`config.mk`:
```
export PLATFORM = sky130hd
export DESIGN_NAME = idle_exec
export DESIGN_NICKNAME = d
export VERILOG_FILES = /design/src/design/idle_pkg.sv /design/src/design/idle_exec.sv /design/src/design/idle_alu.sv
export SDC_FILE = /design/constraint.sdc
export NUM_CORES = 1
export LEC_CHECK = 0
export BUFFER_PORTS_ARGS = -buffer_cell sky130_fd_sc_hd__buf_2
export CORE_MARGIN = 1
export CORE_UTILIZATION = 33
export DETAILED_ROUTE_END_ITERATION = 12
export HOLD_SLACK_MARGIN = 0.02
export PLACE_DENSITY_LB_ADDON = 0.12
export SETUP_SLACK_MARGIN = 0.1
export SKIP_CTS_REPAIR_TIMING = 1
export SYNTH_ARGS = -nofsm -noshare
export SYNTH_HDL_FRONTEND = slang
export SYNTH_SLANG_ARGS = --single-unit
export TNS_END_PERCENT = 5
```
`constraint.sdc`:
```
create_clock -name clock_i -period 4.4 [get_ports clock_i]
set_input_delay 0.88 -clock clock_i [delete_from_list [all_inputs] [get_ports clock_i]]
set_output_delay 0.88 -clock clock_i [all_outputs]
set_load 0.02 [all_outputs]
```
`src/design/idle_pkg.sv`:
```
package idle_pkg;
    localparam int IDLE_DATA_W = 8;
    localparam int IDLE_ADDR_W = 7;
    localparam logic [7:0] IDLE_ONE = 8'h01;
    localparam logic [7:0] IDLE_ZERO = 8'h00;
    localparam logic [7:0] IDLE_ACC_RST = 8'h00;
    localparam logic IDLE_DEST_ACC = 1'b0;
    localparam logic IDLE_DEST_FILE = 1'b1;
    typedef enum logic [2:0] {
        IDLE_OP_DEC = 3'h0,
        IDLE_OP_INC = 3'h1,
        IDLE_OP_DEC_SKIP = 3'h2,
        IDLE_OP_INC_SKIP = 3'h3,
        IDLE_OP_OR_LIT = 3'h4,
        IDLE_OP_LOAD_LIT = 3'h5
    } idle_op_t;
endpackage

```
`src/design/idle_exec.sv`:
```
`timescale 1ns/1ps
// Behaviour
// - register instructions take a 7-bit file address and a one-bit destination
// - destination zero writes accumulator, one writes back the addressed file register
// - decrement subtracts one, routes per destination, updates zero flag
// - increment adds one, routes per destination, updates zero flag
// - decrement-skip stores like decrement, no flags, skips next when zero
// - increment-skip stores like increment, no flags, skips next when zero
// - or-literal ORs accumulator with 8-bit literal into accumulator, updates zero
// - load-literal puts 8-bit literal in accumulator, flags untouched
module idle_exec
    import idle_pkg::*;
(
    // clock and reset
    input wire logic clock_i,
    input wire logic srst_i,
    // instruction
    input wire logic valid_i,
    input wire idle_pkg::idle_op_t op_i,
    input wire logic [idle_pkg::IDLE_ADDR_W-1:0] addr_i,
    input wire logic dest_i,
    input wire logic [7:0] lit_i,
    // register file
    output logic [idle_pkg::IDLE_ADDR_W-1:0] rd_addr_o,
    input wire logic [7:0] rd_data_i,
    output logic wr_en_o,
    output logic [idle_pkg::IDLE_ADDR_W-1:0] wr_addr_o,
    output logic [7:0] wr_data_o,
    // core state
    input wire logic zero_flag_i,
    output logic [7:0] acc_o,
    output logic zero_flag_o,
    output logic zero_we_o,
    output logic skip_o
);
    import idle_pkg::*;

    logic [7:0] acc_reg;
    logic zero_reg;
    logic [7:0] result;
    logic res_zero;
    logic flag_we;
    logic skip_kind;
    logic is_lit;

    assign rd_addr_o = addr_i;
    assign is_lit = (op_i == IDLE_OP_OR_LIT) || (op_i == IDLE_OP_LOAD_LIT);

    idle_alu u_alu (
        .op_i(op_i),
        .file_i(rd_data_i),
        .acc_i(acc_reg),
        .lit_i(lit_i),
        .result_o(result),
        .zero_o(res_zero),
        .writes_flag_o(flag_we),
        .skip_kind_o(skip_kind)
    );

    // accumulator: literal ops always land here, register ops when dest is zero
    always_ff @(posedge clock_i) begin
        if (srst_i) begin
            acc_reg <= IDLE_ACC_RST;
        end else if (valid_i && (is_lit || dest_i == IDLE_DEST_ACC)) begin
            acc_reg <= result;
        end
    end
    assign acc_o = acc_reg;

    // file write-back strobe, registered so data comes from flip-flops
    always_ff @(posedge clock_i) begin
        if (srst_i) begin
            wr_en_o <= 1'b0;
            wr_addr_o <= '0;
            wr_data_o <= IDLE_ZERO;
        end else begin
            wr_en_o <= valid_i && !is_lit && (dest_i == IDLE_DEST_FILE);
            wr_addr_o <= addr_i;
            wr_data_o <= result;
        end
    end

    // zero flag: skip variants and load leave it alone
    always_ff @(posedge clock_i) begin
        if (srst_i) begin
            zero_reg <= 1'b0;
            zero_we_o <= 1'b0;
        end else begin
            zero_we_o <= valid_i && flag_we;
            zero_reg <= (valid_i && flag_we) ? res_zero : zero_flag_i;
        end
    end
    assign zero_flag_o = zero_reg;

    // skip request: core replaces the next instruction by a no-op
    always_ff @(posedge clock_i) begin
        if (srst_i) begin
            skip_o <= 1'b0;
        end else begin
            skip_o <= valid_i && skip_kind && res_zero;
        end
    end

    property p_acc_write;
        @(posedge clock_i) disable iff (srst_i)
        valid_i && (is_lit || !dest_i) |=> acc_o == $past(result);
    endproperty
    a_acc_write: assert property (p_acc_write) else $error("acc not written");

    property p_file_write;
        @(posedge clock_i) disable iff (srst_i)
        valid_i && !is_lit && dest_i |=> wr_en_o && wr_data_o == $past(result)
            && wr_addr_o == $past(addr_i);
    endproperty
    a_file_write: assert property (p_file_write) else $error("file not written");

    property p_dec;
        @(posedge clock_i) disable iff (srst_i)
        valid_i && op_i == IDLE_OP_DEC |-> result == 8'(rd_data_i - IDLE_ONE);
    endproperty
    a_dec: assert property (p_dec) else $error("bad decrement");

    property p_inc;
        @(posedge clock_i) disable iff (srst_i)
        valid_i && op_i == IDLE_OP_INC |-> result == 8'(rd_data_i + IDLE_ONE);
    endproperty
    a_inc: assert property (p_inc) else $error("bad increment");

    property p_skip;
        @(posedge clock_i) disable iff (srst_i)
        valid_i && (op_i == IDLE_OP_DEC_SKIP || op_i == IDLE_OP_INC_SKIP)
            |=> skip_o == $past(res_zero) && !zero_we_o;
    endproperty
    a_skip: assert property (p_skip) else $error("bad skip");

    property p_no_skip;
        @(posedge clock_i) disable iff (srst_i)
        !(valid_i && skip_kind) |=> !skip_o;
    endproperty
    a_no_skip: assert property (p_no_skip) else $error("spurious skip");

    property p_or;
        @(posedge clock_i) disable iff (srst_i)
        valid_i && op_i == IDLE_OP_OR_LIT |=> acc_o == ($past(acc_o) | $past(lit_i))
            && zero_we_o && zero_flag_o == (acc_o == IDLE_ZERO);
    endproperty
    a_or: assert property (p_or) else $error("bad or literal");

    property p_load;
        @(posedge clock_i) disable iff (srst_i)
        valid_i && op_i == IDLE_OP_LOAD_LIT |=> acc_o == $past(lit_i) && !zero_we_o;
    endproperty
    a_load: assert property (p_load) else $error("bad load literal");

    property p_zero;
        @(posedge clock_i) disable iff (srst_i)
        zero_we_o |-> zero_flag_o == ($past(result) == IDLE_ZERO);
    endproperty
    a_zero: assert property (p_zero) else $error("bad zero flag");

    property p_file_only_reg;
        @(posedge clock_i) disable iff (srst_i)
        valid_i && is_lit |=> !wr_en_o;
    endproperty
    a_file_only_reg: assert property (p_file_only_reg) else $error("literal wrote file");

    // reset wins over any instruction presented with it
    property p_reset_quiet;
        @(posedge clock_i)
        srst_i |=> !wr_en_o && !zero_we_o && !skip_o && !zero_flag_o
            && acc_o == IDLE_ACC_RST;
    endproperty
    a_reset_quiet: assert property (p_reset_quiet) else $error("reset not quiet");

    // an idle cycle must not disturb the core state
    property p_idle;
        @(posedge clock_i) disable iff (srst_i)
        !valid_i |=> !wr_en_o && !zero_we_o && !skip_o && $stable(acc_o);
    endproperty
    a_idle: assert property (p_idle) else $error("idle cycle changed state");

    // skip variants share the adder with the plain ops, so check them on their own
    property p_dec_skip;
        @(posedge clock_i) disable iff (srst_i)
        valid_i && op_i == IDLE_OP_DEC_SKIP |-> result == 8'(rd_data_i - IDLE_ONE);
    endproperty
    a_dec_skip: assert property (p_dec_skip) else $error("bad decrement skip");

    property p_inc_skip;
        @(posedge clock_i) disable iff (srst_i)
        valid_i && op_i == IDLE_OP_INC_SKIP |-> result == 8'(rd_data_i + IDLE_ONE);
    endproperty
    a_inc_skip: assert property (p_inc_skip) else $error("bad increment skip");

    // flag passes through untouched so a core that loads it anyway sees no change
    property p_flag_pass;
        @(posedge clock_i) disable iff (srst_i)
        !(valid_i && flag_we) |=> !zero_we_o && zero_flag_o == $past(zero_flag_i);
    endproperty
    a_flag_pass: assert property (p_flag_pass) else $error("flag not passed through");

    // wrap is the boundary most likely to break if the datapath width ever changes
    property p_inc_wrap;
        @(posedge clock_i) disable iff (srst_i)
        valid_i && op_i == IDLE_OP_INC && rd_data_i == ~IDLE_ZERO |-> result == IDLE_ZERO
            && res_zero;
    endproperty
    a_inc_wrap: assert property (p_inc_wrap) else $error("increment did not wrap");

    // decrement of zero must give all ones and leave the zero result low
    property p_dec_wrap;
        @(posedge clock_i) disable iff (srst_i)
        valid_i && op_i == IDLE_OP_DEC && rd_data_i == IDLE_ZERO |-> result == ~IDLE_ZERO
            && !res_zero;
    endproperty
    a_dec_wrap: assert property (p_dec_wrap) else $error("decrement did not wrap");

    c_skip: cover property (@(posedge clock_i) disable iff (srst_i) skip_o);
    c_wrap: cover property (@(posedge clock_i) disable iff (srst_i)
        valid_i && op_i == IDLE_OP_INC && rd_data_i == 8'hFF);
    c_file: cover property (@(posedge clock_i) disable iff (srst_i) wr_en_o);
    c_dec_wrap: cover property (@(posedge clock_i) disable iff (srst_i)
        valid_i && op_i == IDLE_OP_DEC && rd_data_i == IDLE_ZERO);
    c_b2b: cover property (@(posedge clock_i) disable iff (srst_i)
        valid_i ##1 (valid_i && op_i == IDLE_OP_OR_LIT));
endmodule

```
`src/design/idle_alu.sv`:
```
`timescale 1ns/1ps
module idle_alu
    import idle_pkg::*;
(
    // operation
    input wire idle_pkg::idle_op_t op_i,
    input wire logic [7:0] file_i,
    input wire logic [7:0] acc_i,
    input wire logic [7:0] lit_i,
    // result
    output logic [7:0] result_o,
    output logic zero_o,
    output logic writes_flag_o,
    output logic skip_kind_o
);
    import idle_pkg::*;

    always_comb begin
        result_o = IDLE_ZERO;
        writes_flag_o = 1'b0;
        skip_kind_o = 1'b0;
        case (op_i)
            IDLE_OP_DEC: begin
                result_o = file_i - IDLE_ONE;
                writes_flag_o = 1'b1;
            end
            IDLE_OP_INC: begin
                result_o = file_i + IDLE_ONE;
                writes_flag_o = 1'b1;
            end
            IDLE_OP_DEC_SKIP: begin
                result_o = file_i - IDLE_ONE;
                skip_kind_o = 1'b1;
            end
            IDLE_OP_INC_SKIP: begin
                result_o = file_i + IDLE_ONE;
                skip_kind_o = 1'b1;
            end
            IDLE_OP_OR_LIT: begin
                result_o = acc_i | lit_i;
                writes_flag_o = 1'b1;
            end
            IDLE_OP_LOAD_LIT: begin
                result_o = lit_i;
            end
            default: begin
                result_o = IDLE_ZERO;
            end
        endcase
        zero_o = (result_o == IDLE_ZERO);
    end
endmodule

```
==> metrics.md, run 1 <==
| Metric | Value |
|---|---|
| Status | finished, final reports clean |
| Post-Syn Instances | 163 |
| Crit path DAT | 2.95 ns |
| Period utilization | 62.3% |
| Filler Cells Inserted | 429 |
| Critical path class | in -> reg |
| Pin count of the biggest net entering global routing | 26 |
| Post-synth top area share | 38.5% |
| Clk sink count | 27 |
| Avg Synthesized Cell Area | 8.61 um2 |
| Initial antenna violation count | 0 |
| Drt pass-1 iters | 4 |
| Drt initial violations | 41 |
| Ys Warns | 0 |
| Initial Utilization | 34.8% |
| TritonCTS clock tree | done |
| Detail Route Antenna Nets | 0 |
| Seq/Total Area, Yosys | 38.5% |
| Synth area leaders | dfxtp_1 (39%), nor2_1 (5.1%), a211oi_1 (4.8%) |
| Vias in the first global route | 1272 |
| I/O pin total | 65 |
| Die H | 67.2 um |
| Crit path launch type | input pin |
| Clock tree buffer depth | 2 |
| Total gr overflow | 0 |
| CTS clk-pin slew, worst paths | 0.09 ns |
| Max-slew headroom | 26.4% |
| Maximum clock frequency | 365 MHz |
| Yosys cell types | 45 |
| Area of the multi-input gates | 724 um2 |
| Worst Path Required | 4.61 ns |
| Post-synth EDFFs | 0 |
| Core Box Area | 4030 um2 |
| Slew @ Worst Pin | 1.10 ns |
| # setup viols final | 0 |
| RSZ-0062 raised after global routing | false |
| Min-delay src | acc_o[4] |
| GPL Wtd Cong | 0.803 |
| PD cells | 319 nW/um2 |
| Pins over their slew limit | 0 |
| Drc violations | 0 |
| Maxcap violations | 0 |
| Proportion of layout cells with a drive suffix above 1 | 34.0% |
| Die width | 67.2 um |
| Max IR drop VDD | 0.181 mV |
| Port buffer count | 64 |
| Vias per cell | 4.95 |
| R2R Path Start | acc_o[1] |
| Most common cell in the netlist | dfxtp_1 |
| Inst Count DP | 261 |
| Nets | 250 |
| Ys async rst share | 0% |
| Diodes inserted | 0 |
| Clock root buffer | clkbuf_8 |
| Crit path from | op_i[0] |
| Top FF cell, synth | dfxtp_1 |
| Final hold viol count | 0 |
| Yosys top cell by area | dfxtp_1 |
| Avg WL per Cell | 13.3 um |
| Row count | 23 |
| Final min period | 2.74 ns |
| Drt total wl | 3.52 mm |
| Crit-path slowest cell | nor3b_1 |
| Critical path cell sequence | buf_2, nor2b_1, buf_4, xnor2_1, ha_1, nor4_1, nor2_1, o211ai_1, nor3b_1, nand4_1, o21ai_1 |
| Clock Latency Late Sink | 0.27 ns |
| H-tree levels | 1 |
| Leak pwr | 0.785 nW |
| Total track usage | 16.7% |
| Synth Net Count | 197 |
| Setup tns final | 0 ns |
| Clock skew | 0.00921 ns |
| Finished Layout Cells | 265 |
| Die area | 4520 um2 |
| Hold Path Class | reg -> reg |
| Post-synth top cells | dfxtp_1 (27), nor2_1 (19), a21oi_1 (12) |
| CP Buf/Inv Count | 2 |
| CTS Buf Count | 3 |
| CP max stage delay | 0.33 ns |
| Mapped Area | 1400 um2 |
| Post-detail-place hpwl | 2.72 mm |
| Delay-heaviest family, CP | simple AND/OR/NAND/NOR gates |
| R2r setup slk | 3.07 ns |
| #FFs+latches synth | 27 |
| Critical path fanouts, max | 11 |
| First-pass GRT wire length | 5.75 mm |
| P&R area growth vs syn | 22.8% |
| Register area | 541 um2 |
| Critical path capture point type | flop |
| Vias | 1313 |
-- logic make-up (layout without fill, tap and decap cells) --
family          Yosys count  after routing  synth area share [%]
fa+ha+maj                 3              3                  2.67
mux                       1              1                  1.07
simple gates             63             63                  24.2
xor+xnor                  4              4                  2.50
compound gates           42             42                  21.2
buf+inv                  23             75                  9.89
flops                    27             27                  38.5
-- power by group --
group          total [W]  internal [W]  switching, W
clock network   0.000138     0.0000634     0.0000746
registers       0.000267      0.000260    0.00000654
logic           0.000145     0.0000568     0.0000879
total           0.000550      0.000381      0.000169
-- layer usage --
layer | global-route usage [%] | part of all wire (%) | up-vias
met5 | 0 | 0 | -
met4 | 4.79 | 0.99 | 0
met3 | 3.38 | 5.7 | 5
met2 | 27.9 | 47 | 41
met1 | 21.6 | 47 | 588
li1 | - | - | 679
-- sequential cells by signal, indices dropped and copies added (netlist names) --
name and count:
wr_en_o 1, wr_data_o 8, acc_o 8, zero_we_o 1, wr_addr_o 7, zero_flag_o 1
skip_o 1
-- layout make-up --
cell class	count	area share [%]
multi-input combinational	113	42.0
tap	50	3.63
sequential	27	31.3
timing repair buffer	65	19.0
clock buffer	3	2.39
clock inverter	1	0.290
inverter	6	1.31
-- worst paths after layout --
path              depth (start not counted)          end
hold reg to reg                           2     acc_o[4]
hold / removal                            2     acc_o[4]
setup / recovery                         11  zero_flag_o
setup reg to reg                          5  zero_flag_o
-- cell usage in the layout (no fill, tap or decap), types with 5 or more instances in the layout --
master    instances
nand2b_1          5
nand4_1           5
nor2b_1          10
dfxtp_1          27
nor2_1           19
a21oi_1          12
inv_1             6
buf_2            64
a211oi_1          9
-- tightest hold or removal path, stage by stage (launching register included) --
cell and delay, ns:
dfxtp_1 0.33, nand2b_1 0.07, a21oi_1 0.06
-- stage by stage --
step	hold WS [ns]	area (um2)	util (%)	power, W	setup WS, ns
finish	0.496	1720	42.8	0.000550	1.66
global route	0.549	1720	42.8	0.000583	1.29
CTS	0.499	1720	42.8	0.000558	1.65
detailed placement	0.484	1680	41.6	0.000418	1.36
global placement	0.484	1680	41.6	0.000417	1.43
floorplan	0.560	1400	-	0.000375	1.71
(Power assumes the default switching activity.)
==> run 2, diff against run 1 <==
==> constraint.sdc (replaced) <==
create_clock -name clock_i -period 2.56 [get_ports clock_i]
set_input_delay 0.512 -clock clock_i [delete_from_list [all_inputs] [get_ports clock_i]]
set_output_delay 0.512 -clock clock_i [all_outputs]
set_load 0.02 [all_outputs]
==> run 2 against run 1 <==
Compared with the run above: global-route usage down 0.25 points; via count is 2.4% higher; cell area up 2.2%; wire length is 0.45% higher; combinational power up 79%; critical path depth did not move; sequential power is 72% higher; utilization rose by 0.93 points; hold slack lost 0.028 ns; flip-flop and latch count did not move; power up 73%; largest cell class unchanged.
==> metrics.md, run 2 (synthesis results as in run 1) <==
| Metric | Value |
|---|---|
| Status | finished, final reports clean |
| Area post-placement | 1720 um2 |
| Port buffer count | 64 |
| Slew @ Worst Pin | 0.440 ns |
| Critical path class | in -> reg |
| I/O pin total | 65 |
| Drt total wl | 3.53 mm |
| Final core occ | 43.7% |
| Total track usage | 16.4% |
| Final instance area | 1760 um2 |
| Diodes inserted | 0 |
| Drt pass-1 iters | 4 |
| Busiest layer in global routing | met2 |
| Period utilization | 87.8% |
| Vias per cell | 4.98 |
| Maximum clock frequency | 445 MHz |
| Avg WL per Cell | 13.1 um |
| Critical path fanouts, max | 9 |
| Crit path launch type | input pin |
| Initial antenna violation count | 0 |
| Most frequent cells in the layout | buf_2 (64), dfxtp_1 (27), nor2_1 (19), a21oi_1 (12), nor2b_1 (10) |
| TritonCTS clock tree | done |
| Proportion of layout cells with a drive suffix above 1 | 35.5% |
| Clock tree buffer depth | 2 |
| RSZ-0062 raised after global routing | false |
| Psw | 0.000290 W |
| Maxcap violations | 0 |
| Hold Path Class | in -> reg |
| GPL Wtd Cong | 0.794 |
| Crit path DAT | 2.45 ns |
| Register area | 541 um2 |
| Area of the multi-input gates | 724 um2 |
| Flop pwr share | 48.1% |
| Clock Latency Late Sink | 0.27 ns |
| Critical path capture point type | flop |
| Clock root buffer | clkbuf_8 |
| Vias | 1345 |
| Max-slew headroom | 70.7% |
| Initial Utilization | 34.8% |
| Worst Path Required | 2.77 ns |
| Nets | 255 |
| Drc violations | 0 |
| Post-detail-place hpwl | 2.76 mm |
| Pins over their slew limit | 0 |
| First-pass GRT wire length | 5.81 mm |
| Internal | 0.000662 W |
| Die width | 67.2 um |
| Die H | 67.2 um |
| Total gr overflow | 0 |
| # setup viols final | 0 |
| Logic pwr share | 27.3% |
| CTS clk-pin slew, worst paths | 0.09 ns |
| Clock skew | 0.00416 ns |
| Filler Cells Inserted | 434 |
| H-tree levels | 1 |
| Net Sw Frac | 30.5% |
| Clk sink count | 27 |
| Die area | 4520 um2 |
| Row count | 23 |
| Setup tns final | 0 ns |
| Grt met1 use | 21.4% |
| Grt met2 use | 27.9% |
| GR Layer Usage met3 | 3.55% |
| Max IR drop VDD | 0.354 mV |
| Final hold viol count | 0 |
| P&R area growth vs syn | 25.5% |
| Core Box Area | 4030 um2 |
| Final min period | 2.25 ns |
| Drt initial violations | 50 |
| Most common cell after layout, fill and taps aside | buf_2 |
| Leak pwr | 0.809 nW |
| CTS Buf Count | 3 |
| Detail Route Antenna Nets | 0 |
| PD cells | 541 nW/um2 |
| Clock power frac | 24.6% |
| Vias in the first global route | 1319 |
| Pin count of the biggest net entering global routing | 26 |
## run 2: cell types whose count changed in the layout (fill, tap and decap cells not counted), sizes merged
cell,before,now
buf,65,70
## run 2: power by group through the flow
stage	registers, W	clock network, W	logic [W]
after floorplan	0.000504	0	0.000140
after global placement	0.000468	0	0.000257
after detailed placement	0.000468	0	0.000260
after CTS	0.000458	0.000249	0.000261
after global routing	0.000462	0.000259	0.000287
final	0.000458	0.000235	0.000260
## run 2: worst paths after layout
path         startpoint            to  slack [ns]  cells past startpoint
max             op_i[0]   zero_flag_o        0.31                     11
min           addr_i[4]  wr_addr_o[4]        0.47                      2
max reg2reg    acc_o[6]   zero_flag_o        1.25                      5
min reg2reg    acc_o[4]      acc_o[4]        0.50                      2
## run 2: stage by stage
| stage | std cells | total power (W) | setup WS (ns) | hold WS (ns) |
|---|---|---|---|---|
| 6_report | 270 | 0.000952 | 0.313 | 0.468 |
| 5_1_grt | 270 | 0.00101 | 0.125 | 0.478 |
| 4_1_cts | 270 | 0.000969 | 0.323 | 0.460 |
| 3_5_place_dp | 266 | 0.000728 | 0.0423 | 0.490 |
| 3_3_place_gp | 266 | 0.000725 | 0.127 | 0.482 |
| 2_1_floorplan | 163 | 0.000644 | 0.237 | 0.560 |
## run 2: layout make-up
class | count | share of cell area, %
Multi-Input combinational cell | 113 | 41.1
Sequential cell | 27 | 30.7
Timing Repair Buffer | 70 | 20.7
Tap cell | 50 | 3.55
Clock buffer | 3 | 2.34
Inverter | 6 | 1.28
Clock inverter | 1 | 0.284
## run 2: critical path: stages
cell and delay [ns]:
buf_2 0.10, nor2b_1 0.13, buf_4 0.17, xnor2_1 0.13, ha_1 0.23, nor4_1 0.29, nor2_1 0.11, o211ai_1 0.17
nor3b_1 0.32, nand4_1 0.16, o21ai_1 0.15
## run 2: metal layers
layer / wire length (um) / vias to the layer above / share of wire, %
li1: - / 687 / -
met1: 1600 / 609 / 45
met2: 1670 / 47 / 47
met3: 252 / 2 / 7.1
met4: 17 / 0 / 0.48
met5: 0 / - / 0
==> run 3, diff against run 2 <==
==> constraint.sdc (replaced) <==
create_clock -name clock_i -period 2.56 [get_ports clock_i]
set_input_delay 0.384 -clock clock_i [delete_from_list [all_inputs] [get_ports clock_i]]
set_output_delay 0.384 -clock clock_i [all_outputs]
set_load 0.02 [all_outputs]
==> run 3 against run 2 <==
Compared with the run above: non-clock buffer count shrank 1; cell area decreased by 0.43%; highest routed layer unchanged; largest cell class unchanged; largest power group unchanged; critical endpoint unchanged; critical path type unchanged; die area unchanged; power fell by 0.57%; critical path depth stayed put; setup slack improved by 0.12 ns.
==> metrics.md, run 3 (synthesis results as in run 1) <==
| Metric | Value |
|---|---|
| Period utilization | 83.2% |
| Max IR drop VDD | 0.320 mV |
| Psw | 0.000287 W |
| Worst Hold Path EP | wr_addr_o[6] |
| Drc violations | 0 |
| Total track usage | 16.1% |
| Critical path fanouts, max | 9 |
| Die width | 67.2 um |
| Clock root buffer | clkbuf_8 |
| Initial Utilization | 34.8% |
| Initial antenna violation count | 0 |
| Clock power frac | 24.5% |
| Flop pwr share | 48.5% |
| Final core occ | 43.5% |
| Clk sink count | 27 |
| # setup viols final | 0 |
| R2R Path Start | acc_o[1] |
| Total gr overflow | 0 |
| Hold depth | 2 |
| Critical path class | in -> reg |
| Reg2Reg Depth | 5 |
| Detail Route Antenna Nets | 0 |
| CTS Buf Count | 3 |
| Crit path launch type | input pin |
| Net Sw Frac | 30.3% |
| H-tree levels | 1 |
| Drt initial violations | 46 |
| Drt pass-1 iters | 4 |
| Hold Path Class | in -> reg |
| Vias per cell | 5.01 |
| Most frequent cells in the layout | buf_2 (64), dfxtp_1 (27), nor2_1 (19), a21oi_1 (12), nor2b_1 (10) |
| Vias | 1348 |
| Row count | 23 |
| Crit path DAT | 2.34 ns |
| Nets | 254 |
| GPL Wtd Cong | 0.785 |
| Clock tree buffer depth | 2 |
| Slew @ Worst Pin | 0.441 ns |
| Port buffer count | 64 |
| Avg WL per Cell | 12.9 um |
| Core Box Area | 4030 um2 |
| Max-slew headroom | 70.6% |
| Critical path capture point type | flop |
| Pin count of the biggest net entering global routing | 26 |
| Min-delay src | addr_i[6] |
| TritonCTS clock tree | done |
| Setup tns final | 0 ns |
| Die H | 67.2 um |
| PD cells | 540 nW/um2 |
| Clock Latency Late Sink | 0.27 ns |
| Final hold viol count | 0 |
| Maximum clock frequency | 469 MHz |
| Die area | 4520 um2 |
| Final min period | 2.13 ns |
| Worst Path Required | 2.76 ns |
| P&R area growth vs syn | 25.0% |
| Post-detail-place hpwl | 2.70 mm |
| R2r setup slk | 1.23 ns |
| Internal | 0.000660 W |
| First-pass GRT wire length | 5.44 mm |
| Status | finished, final reports clean |
| I/O pin total | 65 |
| Pins over their slew limit | 0 |
| Proportion of layout cells with a drive suffix above 1 | 35.2% |
| Clock skew | 0.00256 ns |
| Leak pwr | 0.804 nW |
| RSZ-0062 raised after global routing | false |
| R2R Path End | zero_flag_o |
| Filler Cells Inserted | 426 |
| Vias in the first global route | 1217 |
| Diodes inserted | 0 |
| Logic pwr share | 27.0% |
| Most common cell after layout, fill and taps aside | buf_2 |
| Maxcap violations | 0 |
| CTS clk-pin slew, worst paths | 0.08 ns |
| Drt total wl | 3.48 mm |
==> run 3: cell types whose count changed in the layout (fill, tap and decap cells not counted) <==
cell	change
buf_4	-1
==> run 3: worst max-delay path by stage <==
stage / end / startpoint / slack, ns / cells after the start
6_report: zero_flag_o / op_i[0] / 0.43 / 11
5_1_grt: skip_o / op_i[2] / 0.19 / 11
4_1_cts: zero_flag_o / op_i[0] / 0.43 / 11
3_5_place_dp: zero_flag_o / op_i[0] / 0.15 / 11
3_3_place_gp: zero_flag_o / op_i[0] / 0.20 / 11
2_1_floorplan: zero_flag_o / op_i[0] / 0.36 / 10
==> run 3: power groups by stage <==
stage	Sequential, W	Clock (W)	Combinational, W
final	0.000459	0.000232	0.000255
after global routing	0.000462	0.000261	0.000283
after CTS	0.000459	0.000244	0.000257
after detailed placement	0.000469	0	0.000256
after global placement	0.000468	0	0.000253
after floorplan	0.000504	0	0.000140
==> run 3: layer usage <==
layer / track usage [%] / part of all wire [%] / vias to the layer above
li1: - / - / 690
met1: 20.2 / 45 / 595
met2: 27.1 / 47 / 58
met3: 4.05 / 7.9 / 5
met4: 3.99 / 0.83 / 0
met5: 0 / 0 / -
==> run 3: layout make-up <==
type                       instances  area (um2)  area share (%)
tap                               50        62.6            3.57
sequential                        27         541            30.8
clock buffer                       3        41.3            2.35
timing repair buffer              69         358            20.4
inverter                           6        22.5            1.28
clock inverter                     1        5.00           0.285
multi-input combinational        113         724            41.3
==> run 3: worst max-delay path: stages <==
cell	delay (ns)
buf_2	0.10
nor2b_1	0.13
buf_4	0.17
xnor2_1	0.13
ha_1	0.24
nor4_1	0.29
nor2_1	0.11
o211ai_1	0.15
nor3b_1	0.31
nand4_1	0.17
o21ai_1	0.15
==> run 3: metrics by stage <==
step | instance area, um2 | worst slack (ns) | total power, W | hold WS [ns] | cells
final | 1750 | 0.429 | 0.000947 | 0.342 | 269
after global routing | 1750 | 0.189 | 0.00101 | 0.338 | 269
after CTS | 1750 | 0.428 | 0.000961 | 0.334 | 269
after detailed placement | 1710 | 0.152 | 0.000725 | 0.486 | 265
after global placement | 1710 | 0.201 | 0.000721 | 0.481 | 265
after floorplan | 1400 | 0.365 | 0.000644 | 0.456 | 163
